$ cat src/logic/dif_pkg.sv
// shared constants for the digital input function selector
package dif_pkg;
	// terminal count and code space
	localparam int NUM_TERM = 7;
	localparam int CODE_W = 8;
	localparam logic [7:0] CODE_MAX = 8'h9f;

	// decoded function codes
	localparam logic [7:0] CODE_THREE_WIRE = 8'h00;
	localparam logic [7:0] CODE_LOCAL_REMOTE = 8'h01;
	localparam logic [7:0] CODE_EXT_SELECT = 8'h02;
	localparam logic [7:0] CODE_THROUGH = 8'h0f;
	localparam logic [3:0] CODE_EXT_FAULT_HI = 4'h2;
	localparam logic [7:0] CODE_FWD_RUN = 8'h40;
	localparam logic [7:0] CODE_REV_RUN = 8'h41;

	// codes after a standard initialisation, terminal one first
	localparam logic [7:0] DEF_STD [NUM_TERM] = '{8'h40, 8'h41, 8'h24, 8'h14, 8'h03, 8'h04, 8'h06};
	// codes after a three-wire initialisation
	localparam logic [7:0] DEF_TW [NUM_TERM] = '{8'h40, 8'h41, 8'h24, 8'h14, 8'h00, 8'h03, 8'h04};

	// run source setting values and reference selection
	localparam int SRC_W = 2;
	localparam logic [1:0] RUN_SRC_TERMINALS = 2'h1;
	localparam int REF_W = 3;
	localparam logic [2:0] REF_OPERATOR = 3'h0;

	// timing
	localparam longint CLK_HZ = 25000000;
	localparam longint RUN_HOLD_MS = 50;
	localparam longint RUN_HOLD_CYC = RUN_HOLD_MS * (CLK_HZ / 1000);
	localparam longint FLASH_HALF_MS = 250;
	localparam longint FLASH_HALF_CYC = FLASH_HALF_MS * (CLK_HZ / 1000);
	localparam logic [1:0] SETTLE_CYC = 2'h3;
endpackage : dif_pkg

$ cat src/logic/dif_sync.sv
// two-stage synchroniser for a group of pin inputs
`timescale 1ns/10ps
module dif_sync #(
	parameter int W = 8
) (
	input wire logic clk, // system clock
	input wire logic arst_n, // asynchronous reset, active low
	input wire logic [W-1:0] din, // asynchronous inputs
	output logic [W-1:0] dout // synchronised inputs
);
	// first stage feeds only the second, nothing else looks at it
	genvar b;
	generate
		for (b = 0; b < W; b++) begin : g_bit
			logic meta;
			always_ff @(posedge clk or negedge arst_n) begin
				if (!arst_n) begin
					meta <= 1'b0;
					dout[b] <= 1'b0;
				end else begin
					meta <= din[b];
					dout[b] <= meta;
				end
			end
		end
	endgenerate
endmodule : dif_sync

$ cat src/logic/dif_three_wire.sv
// three-wire run/stop latch with run hold qualification
`timescale 1ns/10ps
module dif_three_wire #(
	parameter longint HOLD_CYC = dif_pkg::RUN_HOLD_CYC
) (
	input wire logic clk, // system clock
	input wire logic arst_n, // asynchronous reset, active low
	input wire logic enable, // three-wire sequencing active
	input wire logic runIn, // run contact, high when closed
	input wire logic stopIn, // stop contact, high when closed
	output logic running // latched run state
);
	localparam int CW = $clog2(HOLD_CYC + 2);
	localparam logic [CW-1:0] HOLD = CW'(HOLD_CYC);
	logic [CW-1:0] holdCnt;

	// count closed cycles of the run contact, saturating past the limit
	always_ff @(posedge clk or negedge arst_n) begin
		if (!arst_n) begin
			holdCnt <= '0;
		end else if (!enable || !runIn) begin
			holdCnt <= '0;
		end else if (holdCnt <= HOLD) begin
			holdCnt <= holdCnt + 1'b1;
		end
	end

	// run latches between pulses; an open stop contact wins over run
	always_ff @(posedge clk or negedge arst_n) begin
		if (!arst_n) begin
			running <= 1'b0;
		end else if (!enable || !stopIn) begin
			running <= 1'b0;
		end else if (runIn && holdCnt == HOLD) begin
			running <= 1'b1;
		end
	end

	a_start_delay: assert property (@(posedge clk) disable iff (!arst_n)
		$rose(running) |-> $past(holdCnt) == HOLD && $past(runIn))
		else $error("three-wire run started before hold time");
	a_stop_release: assert property (@(posedge clk) disable iff (!arst_n)
		enable && !stopIn |=> !running)
		else $error("three-wire run kept after stop opened");
	a_run_latched: assert property (@(posedge clk) disable iff (!arst_n)
		running && enable && stopIn && !runIn |=> running)
		else $error("three-wire run lost without stop");
	c_tw_start: cover property (@(posedge clk) disable iff (!arst_n) $rose(running));
endmodule : dif_three_wire

$ cat src/logic/dif_select.sv
// multi-function digital input selector: codes, sequencing and source selection
// Contract
// - seven terminals each hold a function code, legal range up to 9F.
// - terminals one and two reject code 0; three to seven accept it.
// - standard init sets terminal one 40, three 24, four 14.
// - terminals five to seven get 3,4,6 standard or 0,3,4 three-wire.
// - code 40 is forward run, 41 reverse run, 20 to 2F external fault.
// - code 0 makes a direction input; terminal one runs, terminal two stops.
// - three-wire start needs run contact closed longer than 50 ms.
// - three-wire operation stops as soon as the stop contact opens.
// - three-wire direction is forward when open, reverse when closed.
// - run and stop are brief pulses; the run state is latched between them.
// - run active at power-up is refused and flashes unless accept setting set.
// - code 1 closed takes operator control, otherwise the external source.
// - operator local/remote key is ignored while code 1 is assigned.
// - local/remote indicator lights whenever local mode is selected.
// - local/remote does not change during run unless the setting permits.
// - code 2 open uses external source one, closed uses source two.
// - source one/two does not change during run unless the setting permits.
// - code F triggers nothing but its terminal state stays readable.
`timescale 1ns/10ps
module dif_select #(
	parameter longint RUN_HOLD_CYC = dif_pkg::RUN_HOLD_CYC,
	parameter longint FLASH_HALF_CYC = dif_pkg::FLASH_HALF_CYC
) (
	input wire logic clk, // 25 MHz system clock
	input wire logic arst_n, // asynchronous reset, active low
	input wire logic [6:0] terminalPin, // input terminals, high when closed
	input wire logic localRemoteKey, // operator local/remote key, high pressed
	input wire logic operatorRun, // operator run command
	input wire logic operatorReverse, // operator direction, high reverse
	input wire logic commRun, // run command from communication source
	input wire logic commReverse, // direction from communication source
	input wire logic initStrobe, // one-cycle pulse: load default codes
	input wire logic initThreeWire, // with initStrobe: three-wire defaults
	input wire logic codeWrEn, // one-cycle pulse: write a function code
	input wire logic [2:0] codeWrSel, // terminal index for write, 0 is terminal one
	input wire logic [7:0] codeWrData, // code to write
	input wire logic [2:0] codeRdSel, // terminal index for readback
	input wire logic powerUpRunAccept, // accept run active at power-up
	input wire logic sourceSwitchDuringRun, // permit source changes while running
	input wire logic [2:0] extSourceOneReference, // source one reference setting
	input wire logic [1:0] extSourceOneRun, // source one run setting
	input wire logic [2:0] extSourceTwoReference, // source two reference setting
	input wire logic [1:0] extSourceTwoRun, // source two run setting
	output logic runCmd, // drive run command
	output logic reverseDir, // drive direction, high reverse
	output logic localMode, // operator has control
	output logic localRemoteLed, // local indicator
	output logic extSourceTwo, // external source two in use
	output logic [2:0] activeRefSource, // reference source in use
	output logic runLedFlash, // run indicator flashing, power-up refusal
	output logic changePending, // a source change waits for stop
	output logic threeWireMode, // three-wire sequencing selected
	output logic extFaultActive, // an external fault input is closed
	output logic [6:0] terminalState, // synchronised terminal levels
	output logic codeReject, // one-cycle pulse: last write refused
	output logic [7:0] codeRdData // code of terminal codeRdSel
);
	localparam int N = dif_pkg::NUM_TERM;
	localparam int FW = $clog2(FLASH_HALF_CYC + 1);
	localparam logic [FW-1:0] FLASH_LAST = FW'(FLASH_HALF_CYC - 1);

	logic [N:0] syncIn;
	logic [N-1:0] termSync, termFunc, funcMask;
	logic [7:0] codeVec [N];
	logic [N-1:0] isDir, isLocRem, isExtSel, isFwd, isRev, isFault;
	logic keyPrev, keyRise, keyLocal, wrOk;
	logic dirClosed, locRemAssigned, locReq, srcReq, fwd2, rev2, threeWire;
	logic twRunning, twEnable, candRun, candRev, inhibit, armed;
	logic [1:0] selRun, settleCnt;
	logic [FW-1:0] flashCnt;

	// terminal and key pins pass the synchroniser before any logic reads them
	dif_sync #(.W(N + 1)) u_sync (
		.clk(clk),
		.arst_n(arst_n),
		.din({localRemoteKey, terminalPin}),
		.dout(syncIn)
	);
	assign termSync = syncIn[N-1:0];
	assign keyRise = syncIn[N] && !keyPrev;

	// write legality: range check and no code 0 on the first two terminals
	assign wrOk = codeWrEn && (codeWrSel < 3'(N)) && (codeWrData <= dif_pkg::CODE_MAX)
		&& !(codeWrSel < 3'h2 && codeWrData == dif_pkg::CODE_THREE_WIRE);

	// per-terminal code storage and decode
	genvar i;
	generate
		for (i = 0; i < N; i++) begin : g_term
			logic [7:0] code;
			always_ff @(posedge clk or negedge arst_n) begin
				if (!arst_n) begin
					code <= dif_pkg::DEF_STD[i];
				end else if (initStrobe) begin
					code <= initThreeWire ? dif_pkg::DEF_TW[i] : dif_pkg::DEF_STD[i];
				end else if (wrOk && codeWrSel == 3'(i)) begin
					code <= codeWrData;
				end
			end
			assign codeVec[i] = code;
			// code F matches none of these, so the terminal is inert
			assign isDir[i] = code == dif_pkg::CODE_THREE_WIRE;
			assign isLocRem[i] = code == dif_pkg::CODE_LOCAL_REMOTE;
			assign isExtSel[i] = code == dif_pkg::CODE_EXT_SELECT;
			assign isFwd[i] = code == dif_pkg::CODE_FWD_RUN;
			assign isRev[i] = code == dif_pkg::CODE_REV_RUN;
			assign isFault[i] = code[7:4] == dif_pkg::CODE_EXT_FAULT_HI;
		end
	endgenerate

	// in three-wire mode terminals one and two are run/stop only
	assign threeWire = |isDir;
	assign funcMask = threeWire ? 7'h7c : 7'h7f;
	assign termFunc = termSync & funcMask;
	assign dirClosed = |(isDir & termFunc);
	assign locRemAssigned = |isLocRem;
	assign locReq = locRemAssigned ? |(isLocRem & termFunc) : keyLocal;
	assign srcReq = |(isExtSel & termFunc);
	assign fwd2 = |(isFwd & termFunc);
	assign rev2 = |(isRev & termFunc);
	assign selRun = extSourceTwo ? extSourceTwoRun : extSourceOneRun;
	assign twEnable = threeWire && !localMode && selRun == dif_pkg::RUN_SRC_TERMINALS;

	dif_three_wire #(.HOLD_CYC(RUN_HOLD_CYC)) u_tw (
		.clk(clk),
		.arst_n(arst_n),
		.enable(twEnable),
		.runIn(termSync[0]),
		.stopIn(termSync[1]),
		.running(twRunning)
	);

	// candidate run and direction from the source now in control
	always_comb begin
		candRun = 1'b0;
		candRev = 1'b0;
		if (localMode) begin
			candRun = operatorRun;
			candRev = operatorReverse;
		end else if (selRun == dif_pkg::RUN_SRC_TERMINALS) begin
			if (threeWire) begin
				candRun = twRunning;
				candRev = dirClosed;
			end else begin
				// both two-wire inputs closed reads as stop
				candRun = fwd2 ^ rev2;
				candRev = rev2;
			end
		end else begin
			candRun = commRun;
			candRev = commReverse;
		end
	end

	// operator key toggles local request only when no terminal owns it
	always_ff @(posedge clk or negedge arst_n) begin
		if (!arst_n) begin
			keyPrev <= 1'b0;
			keyLocal <= 1'b0;
		end else begin
			keyPrev <= syncIn[N];
			if (keyRise && !locRemAssigned) begin
				keyLocal <= !keyLocal;
			end
		end
	end

	// mode and source follow requests while stopped or when permitted;
	// otherwise the request waits and is taken up as soon as run drops
	always_ff @(posedge clk or negedge arst_n) begin
		if (!arst_n) begin
			localMode <= 1'b0;
			localRemoteLed <= 1'b0;
			extSourceTwo <= 1'b0;
		end else if (!runCmd || sourceSwitchDuringRun) begin
			localMode <= locReq;
			localRemoteLed <= locReq;
			extSourceTwo <= srcReq;
		end
	end

	// status outputs, all registered
	always_ff @(posedge clk or negedge arst_n) begin
		if (!arst_n) begin
			changePending <= 1'b0;
			threeWireMode <= 1'b0;
			extFaultActive <= 1'b0;
			terminalState <= '0;
			codeReject <= 1'b0;
			codeRdData <= '0;
			activeRefSource <= dif_pkg::REF_OPERATOR;
		end else begin
			changePending <= (locReq != localMode) || (srcReq != extSourceTwo);
			threeWireMode <= threeWire;
			extFaultActive <= |(isFault & termFunc);
			terminalState <= termSync;
			codeReject <= codeWrEn && !wrOk;
			codeRdData <= (codeRdSel < 3'(N)) ? codeVec[codeRdSel] : 8'h00;
			if (localMode) begin
				activeRefSource <= dif_pkg::REF_OPERATOR;
			end else begin
				activeRefSource <= extSourceTwo ? extSourceTwoReference : extSourceOneReference;
			end
		end
	end

	// give the synchronisers time to fill before judging the power-up state
	always_ff @(posedge clk or negedge arst_n) begin
		if (!arst_n) begin
			settleCnt <= '0;
			armed <= 1'b0;
		end else if (!armed) begin
			settleCnt <= settleCnt + 1'b1;
			armed <= settleCnt == dif_pkg::SETTLE_CYC;
		end
	end

	// a run already present when armed is refused until it is withdrawn
	always_ff @(posedge clk or negedge arst_n) begin
		if (!arst_n) begin
			inhibit <= 1'b0;
		end else if (!armed && settleCnt == dif_pkg::SETTLE_CYC) begin
			inhibit <= candRun && !powerUpRunAccept;
		end else if (inhibit && !candRun) begin
			inhibit <= 1'b0;
		end
	end

	// run command and direction to the drive
	always_ff @(posedge clk or negedge arst_n) begin
		if (!arst_n) begin
			runCmd <= 1'b0;
			reverseDir <= 1'b0;
		end else begin
			runCmd <= armed && candRun && !inhibit;
			reverseDir <= candRev;
		end
	end

	// run indicator flashes while a power-up run is refused
	always_ff @(posedge clk or negedge arst_n) begin
		if (!arst_n) begin
			flashCnt <= '0;
			runLedFlash <= 1'b0;
		end else if (!inhibit) begin
			flashCnt <= '0;
			runLedFlash <= 1'b0;
		end else if (flashCnt == FLASH_LAST) begin
			flashCnt <= '0;
			runLedFlash <= !runLedFlash;
		end else begin
			flashCnt <= flashCnt + 1'b1;
		end
	end

	a_code_range: assert property (@(posedge clk) disable iff (!arst_n)
		codeWrEn && !initStrobe && codeWrData > dif_pkg::CODE_MAX |=> codeReject
		&& $stable({codeVec[0], codeVec[1], codeVec[2], codeVec[3], codeVec[4], codeVec[5], codeVec[6]}))
		else $error("out of range code accepted");
	a_first_no_zero: assert property (@(posedge clk) disable iff (!arst_n)
		codeWrEn && codeWrSel < 3'h2 && codeWrData == 8'h00 |=> codeReject)
		else $error("code 0 accepted on terminal one or two");
	a_init_std: assert property (@(posedge clk) disable iff (!arst_n)
		initStrobe && !initThreeWire |=> codeVec[0] == 8'h40 && codeVec[2] == 8'h24 && codeVec[3] == 8'h14)
		else $error("standard defaults wrong");
	a_init_three: assert property (@(posedge clk) disable iff (!arst_n)
		initStrobe && initThreeWire |=> codeVec[4] == 8'h00 && codeVec[5] == 8'h03 && codeVec[6] == 8'h04)
		else $error("three-wire defaults wrong");
	a_fwd_two_wire: assert property (@(posedge clk) disable iff (!arst_n)
		armed && !inhibit && !localMode && !threeWire && selRun == dif_pkg::RUN_SRC_TERMINALS
		&& fwd2 && !rev2 |=> runCmd && !reverseDir)
		else $error("two-wire forward not obeyed");
	a_dir_reverse: assert property (@(posedge clk) disable iff (!arst_n)
		twEnable && dirClosed |=> reverseDir)
		else $error("three-wire direction not reverse");
	a_key_ignored: assert property (@(posedge clk) disable iff (!arst_n)
		locRemAssigned |=> $stable(keyLocal))
		else $error("operator key acted while terminal owns mode");
	a_local_led: assert property (@(posedge clk) disable iff (!arst_n)
		localRemoteLed == localMode)
		else $error("local indicator disagrees with mode");
	a_hold_in_run: assert property (@(posedge clk) disable iff (!arst_n)
		runCmd && !sourceSwitchDuringRun |=> $stable(localMode) && $stable(extSourceTwo))
		else $error("source changed during run");
	a_pending_apply: assert property (@(posedge clk) disable iff (!arst_n)
		!runCmd && srcReq != extSourceTwo |=> extSourceTwo == $past(srcReq))
		else $error("pending source change not applied at stop");
	a_powerup_block: assert property (@(posedge clk) disable iff (!arst_n)
		inhibit |=> !runCmd)
		else $error("run issued during power-up refusal");

	c_run_start: cover property (@(posedge clk) disable iff (!arst_n) $rose(runCmd));
	c_local_take: cover property (@(posedge clk) disable iff (!arst_n) $rose(localMode));
	c_pending: cover property (@(posedge clk) disable iff (!arst_n) runCmd && changePending);
	c_refused: cover property (@(posedge clk) disable iff (!arst_n) $rose(runLedFlash));
endmodule : dif_select

$ cat config.mk
export PLATFORM = sky130hd
export DESIGN_NAME = dif_select
export DESIGN_NICKNAME = d
export VERILOG_FILES = /design/src/logic/dif_pkg.sv /design/src/logic/dif_sync.sv /design/src/logic/dif_three_wire.sv /design/src/logic/dif_select.sv
export SDC_FILE = /design/constraint.sdc
export NUM_CORES = 1
export LEC_CHECK = 0
export ABC_AREA = 1
export BUFFER_PORTS_ARGS = -buffer_cell sky130_fd_sc_hd__buf_2
export CELL_PAD_IN_SITES_DETAIL_PLACEMENT = 1
export CELL_PAD_IN_SITES_GLOBAL_PLACEMENT = 1
export CORE_ASPECT_RATIO = 0.7
export CORE_MARGIN = 3
export CORE_UTILIZATION = 44
export DETAILED_ROUTE_END_ITERATION = 16
export PLACE_DENSITY_LB_ADDON = 0.08
export SYNTH_ARGS = -nofsm -noshare
export SYNTH_HDL_FRONTEND = slang
export SYNTH_HIERARCHICAL = 1
export SYNTH_SLANG_ARGS = --single-unit
$ cat constraint.sdc
create_clock -name clk -period 2.84 [get_ports clk]
set_input_delay 0.568 -clock clk [delete_from_list [all_inputs] [get_ports clk]]
set_output_delay 0.568 -clock clk [all_outputs]
set_load 0.01 [all_outputs]
==> impl_metrics.prom, run 1 <==
# TYPE chip_impl_metric gauge
chip_impl_metric{name="route.detailed.wl_per_inst",unit="um"} 19.3
chip_impl_metric{name="drt.antenna.violating_nets",unit=""} 0
chip_impl_metric{name="dr.first_iter.drc_count",unit=""} 587
chip_impl_metric{name="layout_worst_path_cycle_share",unit="%"} 90.0
chip_impl_info{name="criticalPathCategory",value="reg2reg"} 1
chip_impl_metric{name="synth.avg_cell_area",unit="sq um"} 7.50
chip_impl_metric{name="dp_slack",unit="ns"} 0.326
chip_impl_metric{name="grt_pass1_vias",unit=""} 7761
chip_impl_metric{name="design.portCount",unit=""} 71
chip_impl_metric{name="tritoncts.num_buffers",unit=""} 17
chip_impl_metric{name="antenna_cells",unit=""} 0
chip_impl_info{name="grt_setup_unrepaired",value="no"} 1
chip_impl_metric{name="synth_nets",unit=""} 1100
chip_impl_metric{name="synth_warnings",unit=""} 6
chip_impl_metric{name="setup_slack",unit="ns"} 0.285
chip_impl_info{name="cp_most_frequent_cell",value="sky130_fd_sc_hd__nand2_1"} 1
chip_impl_metric{name="num_vias",unit=""} 7554
chip_impl_metric{name="tritoncts_num_sinks",unit=""} 150
chip_impl_metric{name="cts-htree-levels",unit=""} 4
chip_impl_info{name="status",value="finished clean"} 1
chip_impl_metric{name="routabilityCongestion",unit=""} 0.937
chip_impl_metric{name="timing_max_transition_violations_final",unit=""} 0
chip_impl_metric{name="num-nets-final",unit=""} 1181
chip_impl_metric{name="grt_overflow",unit=""} 0
chip_impl_metric{name="synth_cell_types",unit=""} 42
chip_impl_metric{name="detail_route.wirelength",unit="um"} 26500
chip_impl_metric{name="setup_viol",unit=""} 0
chip_impl_metric{name="report.final.hold_viol_count",unit=""} 0
chip_impl_metric{name="die_h",unit="um"} 118
chip_impl_info{name="timing.critical_path.from_type",value="register"} 1
chip_impl_metric{name="power.density_cell_area",unit="mW/mm^2"} 606
chip_impl_metric{name="syn-instance-count",unit=""} 1053
chip_impl_metric{name="grt_start_max_net_pins",unit=""} 55
chip_impl_metric{name="core_area",unit="sq mm"} 0.0174
chip_impl_metric{name="cellLeakagePower",unit="uW"} 0.00435
chip_impl_info{name="timing.rr.start",value="g_term[3].code[7]$_DFFE_PN0P_"} 1
chip_impl_metric{name="clock_path_buffers",unit=""} 2
chip_impl_metric{name="first_pass_iters",unit=""} 5
chip_impl_metric{name="ir_worst_vdd",unit="V"} 0.000411
chip_impl_metric{name="global_route.usage.total",unit="%"} 27.8
chip_impl_metric{name="placementRows",unit=""} 40
chip_impl_info{name="path_cells",value="nor2_1 -> nand2_1 -> nor2_1 -> nor2_1 -> nand2_1 -> nor2_2 -> nor3_1 -> nand2_1 -> nor2_1 -> nand2_4 -> nand2_1 -> nand2_1"} 1
chip_impl_metric{name="timing_worst_slew_pin_value",unit="ns"} 1.01
chip_impl_metric{name="clk-insertion-delay-late",unit="ns"} 0.44
chip_impl_metric{name="grt_pass1_wl",unit="um"} 43000
chip_impl_metric{name="crit_fanout",unit=""} 21
chip_impl_metric{name="required",unit="ns"} 3.16
chip_impl_metric{name="timing.final.crit_period",unit="ns"} 2.56
chip_impl_metric{name="synth_edf_count",unit=""} 0
chip_impl_metric{name="die_width",unit="um"} 166
chip_impl_info{name="tritoncts",value="yes"} 1
chip_impl_info{name="endpoint",value="u_tw/holdCnt[18]$_DFFE_PN0P_"} 1
chip_impl_metric{name="drt_drc_violations_left",unit=""} 0
chip_impl_info{name="setup.worst_path.start",value="g_term[3].code[7]$_DFFE_PN0P_"} 1
chip_impl_metric{name="ff2ff_path_depth",unit=""} 12
chip_impl_metric{name="number_of_synthesized_register_bits",unit=""} 150
chip_impl_metric{name="initial_utilization",unit="%"} 45.5
chip_impl_info{name="critPathCaptureType",value="register"} 1
chip_impl_metric{name="seq_area_frac_synth",unit="%"} 47.7
chip_impl_metric{name="sequential_cell_area",unit="sq mm"} 0.00377
chip_impl_metric{name="multi_input_area",unit="sq mm"} 0.00345
chip_impl_metric{name="filler_cell_count",unit=""} 2212
chip_impl_metric{name="finalSetupTns",unit="ns"} 0
chip_impl_metric{name="cap_violations",unit=""} 0
chip_impl_metric{name="slew_headroom",unit="%"} 32.4
chip_impl_metric{name="worst-r2r-setup-slack",unit="ns"} 0.28
chip_impl_metric{name="final_layout_size_suffix_gt1_share",unit="%"} 14.5
chip_impl_metric{name="postSynth.asyncResetShare",unit="%"} 100
chip_impl_metric{name="skew",unit="ns"} 0.0113
chip_impl_info{name="regToRegEndpoint",value="u_tw/holdCnt[18]$_DFFE_PN0P_"} 1
chip_impl_metric{name="area_growth_syn_to_layout",unit="%"} 15.3
chip_impl_metric{name="clk_transition_reported_paths",unit="ns"} 0.07
chip_impl_metric{name="worst_ep_arrival_time",unit="ns"} 2.88
chip_impl_metric{name="synth.cell_area",unit="sq mm"} 0.00790
chip_impl_info{name="cpMaxStageDelayCell",value="sky130_fd_sc_hd__dfrtp_1"} 1
chip_impl_metric{name="hpwl",unit="um"} 19500
chip_impl_metric{name="critical_path.max_stage_delay",unit="ns"} 0.43
chip_impl_metric{name="clock.fmax",unit="MHz"} 391
chip_impl_metric{name="initial_antenna_violation_count",unit=""} 0
chip_impl_metric{name="vias_per_cell",unit=""} 5.49
chip_impl_info{name="hold_path.class",value="in2async"} 1
chip_impl_info{name="root_buffer_cell",value="sky130_fd_sc_hd__clkbuf_16"} 1
chip_impl_metric{name="port-buffer-count",unit=""} 70
chip_impl_metric{name="cts_hold_buffers",unit=""} 0
chip_impl_metric{name="die_area",unit="sq mm"} 0.0196
chip_impl_info{name="ys.flop_type",value="sky130_fd_sc_hd__dfrtp_1"} 1
## metal layers
| metal | global-route usage, % | vias to the layer above | wire, um |
|---|---|---|---|
| met5 | 0 | - | 0 |
| met4 | 6.49 | 0 | 346 |
| met3 | 8.43 | 36 | 2160 |
| met2 | 39.0 | 242 | 10800 |
| met1 | 42.0 | 3704 | 13200 |
| li1 | - | 3572 | - |
## cell families after synthesis
kind of cell,Yosys count,synth area share (%)
compound gates,175,12.1
xor+xnor,4,0.443
fa+ha+maj,4,0.633
buf+inv,169,8.69
flops,150,47.7
mux,2,0.285
simple gates,549,30.1
## cell usage in the layout (no fill, tap or decap), types with 3 or more instances in the layout
cell	count
sky130_fd_sc_hd__a31oi_1	3
sky130_fd_sc_hd__nand2_2	8
sky130_fd_sc_hd__clkinv_1	3
sky130_fd_sc_hd__nand3_1	68
sky130_fd_sc_hd__o21ai_0	96
sky130_fd_sc_hd__buf_2	69
sky130_fd_sc_hd__a21oi_1	45
sky130_fd_sc_hd__o21ai_1	8
sky130_fd_sc_hd__xor2_1	3
sky130_fd_sc_hd__nor2_1	125
sky130_fd_sc_hd__nand2_1	265
sky130_fd_sc_hd__nand4_1	23
sky130_fd_sc_hd__dfstp_2	12
sky130_fd_sc_hd__ha_1	4
sky130_fd_sc_hd__buf_4	15
sky130_fd_sc_hd__nor3_1	23
sky130_fd_sc_hd__or2_2	3
sky130_fd_sc_hd__nand3b_1	3
sky130_fd_sc_hd__a211oi_1	5
sky130_fd_sc_hd__nor2_2	13
sky130_fd_sc_hd__inv_1	139
sky130_fd_sc_hd__nor3_2	3
sky130_fd_sc_hd__clkinv_4	3
sky130_fd_sc_hd__a221oi_1	3
sky130_fd_sc_hd__dfrtp_1	138
sky130_fd_sc_hd__clkbuf_16	17
sky130_fd_sc_hd__nor4_1	9
sky130_fd_sc_hd__o221ai_1	7
sky130_fd_sc_hd__clkinv_2	3
## registers in the layout, indices dropped and copies added (netlist names), 2 cells and up
register,count
activeRefSource,3
terminalState,7
codeRdData,8
u_tw/holdCnt,21
g_term.code,56
flashCnt,23
u_sync/g_bit.meta,8
u_sync/dout,8
settleCnt,2
## how the worst min path moves through the flow
stage | start | to | slack [ns] | depth (start not counted)
final | arst_n | codeRdData[7]$_DFF_PN0_ | 0.08 | 1
after global routing | arst_n | codeRdData[1]$_DFF_PN0_ | 0.12 | 1
after CTS | arst_n | codeRdData[1]$_DFF_PN0_ | 0.10 | 1
after detailed placement | u_sync/g_bit[6].meta$_DFF_PN0_ | u_sync/dout[6]$_DFF_PN0_ | 0.34 | 0
after global placement | u_sync/g_bit[2].meta$_DFF_PN0_ | u_sync/dout[2]$_DFF_PN0_ | 0.33 | 0
after floorplan | arst_n | activeRefSource[0]$_DFF_PN0_ | 0.27 | 0
## stage by stage
step                utilization, %  power, uW  std cells  hold WS, ns  cell area, sq um
floorplan                        -       2950       1053        0.272              7900
global placement              49.3       3330       1346        0.333              8560
detailed placement            49.3       3360       1346        0.342              8560
CTS                           52.4       5540       1376        0.105              9100
global route                  52.5       5770       1376        0.118              9110
finish                        52.5       5530       1376       0.0804              9110
## power by group
group	internal, uW	switching, uW
combinational	274	612
sequential	2320	143
clock	1220	953
## Yosys cell counts, types with 12 or more instances
cell / count / area share [%]
sky130_fd_sc_hd__nand2_1: 265 / 13
sky130_fd_sc_hd__inv_1: 139 / 6.6
sky130_fd_sc_hd__dfrtp_1: 138 / 44
sky130_fd_sc_hd__nor2_1: 125 / 5.9
sky130_fd_sc_hd__o21ai_0: 96 / 6.1
sky130_fd_sc_hd__nand3_1: 68 / 4.3
sky130_fd_sc_hd__a21oi_1: 45 / 2.9
sky130_fd_sc_hd__nand4_1: 23 / 1.8
sky130_fd_sc_hd__nor3_1: 23 / 1.5
sky130_fd_sc_hd__nor2_2: 13 / 1.0
sky130_fd_sc_hd__dfstp_2: 12 / 4.0
## repair_timing
| item | CTS | global route |
|---|---|---|
| buffers inserted | 0 | 0 |
| gates resized for setup | 0 | 2 |
| endpoints found under the setup margin | 0 | 9 |
## layout make-up
cell class              count  area share (%)
multi-input cells         734            37.9
clock buffers              19            4.86
inverters                 143            5.89
flip-flops and latches    150            41.4
clock inverters            11            1.14
well taps                 231            3.17
repair buffers             88            5.71
## critical path: cells and delay by family (launching register included)
kind / cells / cell delay, ns
AND/OR/NAND/NOR: 12 / 2.00
flip-flops: 1 / 0.43
Power figures use the tool's default switching activity.
==> run 2: changes to the inputs <==
Settings changed: BUFFER_PORTS_ARGS -buffer_cell sky130_fd_sc_hd__buf_2 to -buffer_cell sky130_fd_sc_hd__clkbuf_2.
==> run 2 against run 1 <==
Net effect:
- register-to-register slack about the same
- first-iteration DRC count up 12%
- clock-buffer cell count up 2
- routed wire length down 2.8%
- sequential share of layout area down 0.40 points
==> impl_metrics.prom, run 2 (same netlist as run 1, synthesis figures left out) <==
# TYPE chip_impl_metric gauge
chip_impl_info{name="criticalPathCategory",value="reg2reg"} 1
chip_impl_metric{name="hpwl",unit="um"} 19000
chip_impl_metric{name="global_route.usage.total",unit="%"} 27.1
chip_impl_metric{name="total_power",unit="uW"} 5770
chip_impl_info{name="timing.critical_path.from_type",value="register"} 1
chip_impl_info{name="final_cell_mix",value="sky130_fd_sc_hd__nand2_1 (265), sky130_fd_sc_hd__inv_1 (139), sky130_fd_sc_hd__dfrtp_1 (138)"} 1
chip_impl_metric{name="worst_ep_arrival_time",unit="ns"} 2.87
chip_impl_metric{name="route.detailed.wl_per_inst",unit="um"} 18.7
chip_impl_metric{name="num-nets-final",unit=""} 1184
chip_impl_metric{name="slew_headroom",unit="%"} 38.9
chip_impl_metric{name="internal-power",unit="uW"} 4100
chip_impl_metric{name="cts-htree-levels",unit=""} 4
chip_impl_metric{name="power.share.combinational",unit="%"} 15.0
chip_impl_metric{name="detail_route.wirelength",unit="um"} 25800
chip_impl_metric{name="report.final.hold_viol_count",unit=""} 0
chip_impl_metric{name="grt_overflow",unit=""} 0
chip_impl_metric{name="clk_transition_reported_paths",unit="ns"} 0.07
chip_impl_metric{name="design.portCount",unit=""} 71
chip_impl_metric{name="clk-insertion-delay-late",unit="ns"} 0.44
chip_impl_metric{name="num_vias",unit=""} 7484
chip_impl_metric{name="post-cts-setup-buffers",unit=""} 0
chip_impl_metric{name="required",unit="ns"} 3.16
chip_impl_metric{name="layout_worst_path_cycle_share",unit="%"} 89.7
chip_impl_metric{name="grt_pass1_wl",unit="um"} 42100
chip_impl_metric{name="power.switching_fraction",unit="%"} 29.1
chip_impl_info{name="status",value="finished clean"} 1
chip_impl_metric{name="net-switching-power",unit="uW"} 1680
chip_impl_metric{name="initial_utilization",unit="%"} 45.5
chip_impl_metric{name="die_area",unit="sq mm"} 0.0196
chip_impl_metric{name="filler_cell_count",unit=""} 2218
chip_impl_info{name="root_buffer_cell",value="sky130_fd_sc_hd__clkbuf_16"} 1
chip_impl_metric{name="die_width",unit="um"} 166
chip_impl_info{name="regMostFlops",value="g_term.code"} 1
chip_impl_metric{name="routabilityCongestion",unit=""} 0.950
chip_impl_metric{name="core_area",unit="sq mm"} 0.0174
chip_impl_metric{name="tritoncts_num_sinks",unit=""} 150
chip_impl_info{name="critPathCaptureType",value="register"} 1
chip_impl_metric{name="port-buffer-count",unit=""} 70
chip_impl_metric{name="ir_worst_vdd",unit="V"} 0.000432
chip_impl_metric{name="drt_drc_violations_left",unit=""} 0
chip_impl_metric{name="first_pass_iters",unit=""} 5
chip_impl_metric{name="drt.antenna.violating_nets",unit=""} 0
chip_impl_metric{name="final_core_utilization",unit="%"} 53.0
chip_impl_metric{name="ff2ff_path_depth",unit=""} 12
chip_impl_metric{name="timing_worst_slew_pin_value",unit="ns"} 0.913
chip_impl_metric{name="grt_pass1_vias",unit=""} 7638
chip_impl_metric{name="grt_start_max_net_pins",unit=""} 47
chip_impl_info{name="layout_top_registers",value="g_term.code: 56 flops, flashCnt: 23 flops, u_tw/holdCnt: 21 flops"} 1
chip_impl_info{name="tritoncts",value="yes"} 1
chip_impl_metric{name="cts_hold_buffers",unit=""} 0
chip_impl_metric{name="finalSetupTns",unit="ns"} 0
chip_impl_metric{name="antenna_cells",unit=""} 0
chip_impl_metric{name="clock.fmax",unit="MHz"} 393
chip_impl_metric{name="sequentialPowerShare",unit="%"} 42.7
chip_impl_metric{name="power.density_cell_area",unit="mW/mm^2"} 627
chip_impl_metric{name="number_of_flip_flops_in_the_largest_register",unit=""} 56
chip_impl_metric{name="crit_fanout",unit=""} 21
chip_impl_metric{name="dr.first_iter.drc_count",unit=""} 655
chip_impl_info{name="grt_setup_unrepaired",value="no"} 1
chip_impl_metric{name="placementRows",unit=""} 40
chip_impl_metric{name="dp_slack",unit="ns"} 0.380
chip_impl_metric{name="timing_max_transition_violations_final",unit=""} 0
chip_impl_metric{name="cts.repair.resized",unit=""} 0
chip_impl_metric{name="vias_per_cell",unit=""} 5.42
chip_impl_metric{name="tritoncts.num_buffers",unit=""} 17
chip_impl_metric{name="setup_slack",unit="ns"} 0.293
chip_impl_metric{name="area_growth_syn_to_layout",unit="%"} 16.5
chip_impl_metric{name="cap_violations",unit=""} 0
chip_impl_metric{name="final_layout_size_suffix_gt1_share",unit="%"} 14.7
chip_impl_metric{name="timing.final.crit_period",unit="ns"} 2.55
chip_impl_metric{name="setup_viol",unit=""} 0
chip_impl_metric{name="sequential_cell_area",unit="sq mm"} 0.00377
chip_impl_metric{name="die_h",unit="um"} 118
chip_impl_metric{name="initial_antenna_violation_count",unit=""} 0
chip_impl_metric{name="skew",unit="ns"} 0.0107
chip_impl_info{name="final_common_cell",value="sky130_fd_sc_hd__nand2_1"} 1
chip_impl_metric{name="clock_path_buffers",unit=""} 2
chip_impl_info{name="hold_path.class",value="in2async"} 1
chip_impl_metric{name="multi_input_area",unit="sq mm"} 0.00345
chip_impl_metric{name="cellLeakagePower",unit="uW"} 0.00440
chip_impl_metric{name="p_clk_share",unit="%"} 42.2
-- run 2: cell count changes in the layout (fill, tap and decap cells not counted), moves of 2 or more --
cell	delta
sky130_fd_sc_hd__buf_2	-69
sky130_fd_sc_hd__clkbuf_2	+69
sky130_fd_sc_hd__bufinv_16	+3
sky130_fd_sc_hd__clkbuf_1	+2
sky130_fd_sc_hd__buf_4	+4
-- run 2: through the flow --
step                cell area [sq um]  hold slack, ns  std cells
floorplan                        7900           0.272       1053
global placement                 8580           0.333       1349
global route                     9200          0.0825       1381
CTS                              9200          0.0664       1381
detailed placement               8580           0.336       1349
finish                           9200          0.0652       1381
-- run 2: critical path, stage by stage (launching register included) --
cell and delay, ns:
sky130_fd_sc_hd__dfrtp_1 0.40, sky130_fd_sc_hd__inv_1 0.08, sky130_fd_sc_hd__nand2_1 0.09, sky130_fd_sc_hd__nor2_1 0.32, sky130_fd_sc_hd__nand2_1 0.10, sky130_fd_sc_hd__nand3_1 0.12
sky130_fd_sc_hd__nor2_2 0.11, sky130_fd_sc_hd__nor3_1 0.23, sky130_fd_sc_hd__nand2_1 0.18, sky130_fd_sc_hd__nor2_1 0.21, sky130_fd_sc_hd__nand2_2 0.33, sky130_fd_sc_hd__nand2_1 0.20
sky130_fd_sc_hd__nand2_1 0.07
-- run 2: power by group through the flow --
stage               combinational [uW]  sequential (uW)  clock, uW
floorplan                          461             2490          0
detailed placement                 856             2500          0
finish                             868             2470       2440
CTS                                868             2470       2470
global placement                   838             2490          0
global route                       974             2490       2590
-- run 2: layout make-up --
class	count	share of cell area (%)
clock buffer	21	4.89
inverter	143	5.83
sequential	150	41.0
tap	231	3.14
clock inverter	11	1.88
timing repair buffer	91	5.86
multi-input combinational	734	37.4
-- run 2: worst paths after layout --
path	startpoint	slack, ns	end
max in group asynchronous	arst_n	2.11	g_term[1].code[6]$_DFFE_PN1P_
worst max-delay path	g_term[6].code[3]$_DFFE_PN0P_	0.29	u_tw/holdCnt[14]$_DFFE_PN0P_
worst min-delay path	arst_n	0.07	g_term[2].code[3]$_DFFE_PN0P_
worst max register to register	g_term[6].code[3]$_DFFE_PN0P_	0.29	u_tw/holdCnt[14]$_DFFE_PN0P_
worst min register to register	u_sync/g_bit[5].meta$_DFF_PN0_	0.35	u_sync/dout[5]$_DFF_PN0_
min in group clk	terminalPin[4]	0.24	u_sync/g_bit[4].meta$_DFF_PN0_
-- run 2: metal layers --
layer	vias up	GRT usage (%)	wire, um
met2	184	38.3	10500
met5	-	0	0
li1	3573	-	-
met4	0	5.25	216
met1	3706	41.3	13000
met3	21	7.79	2000
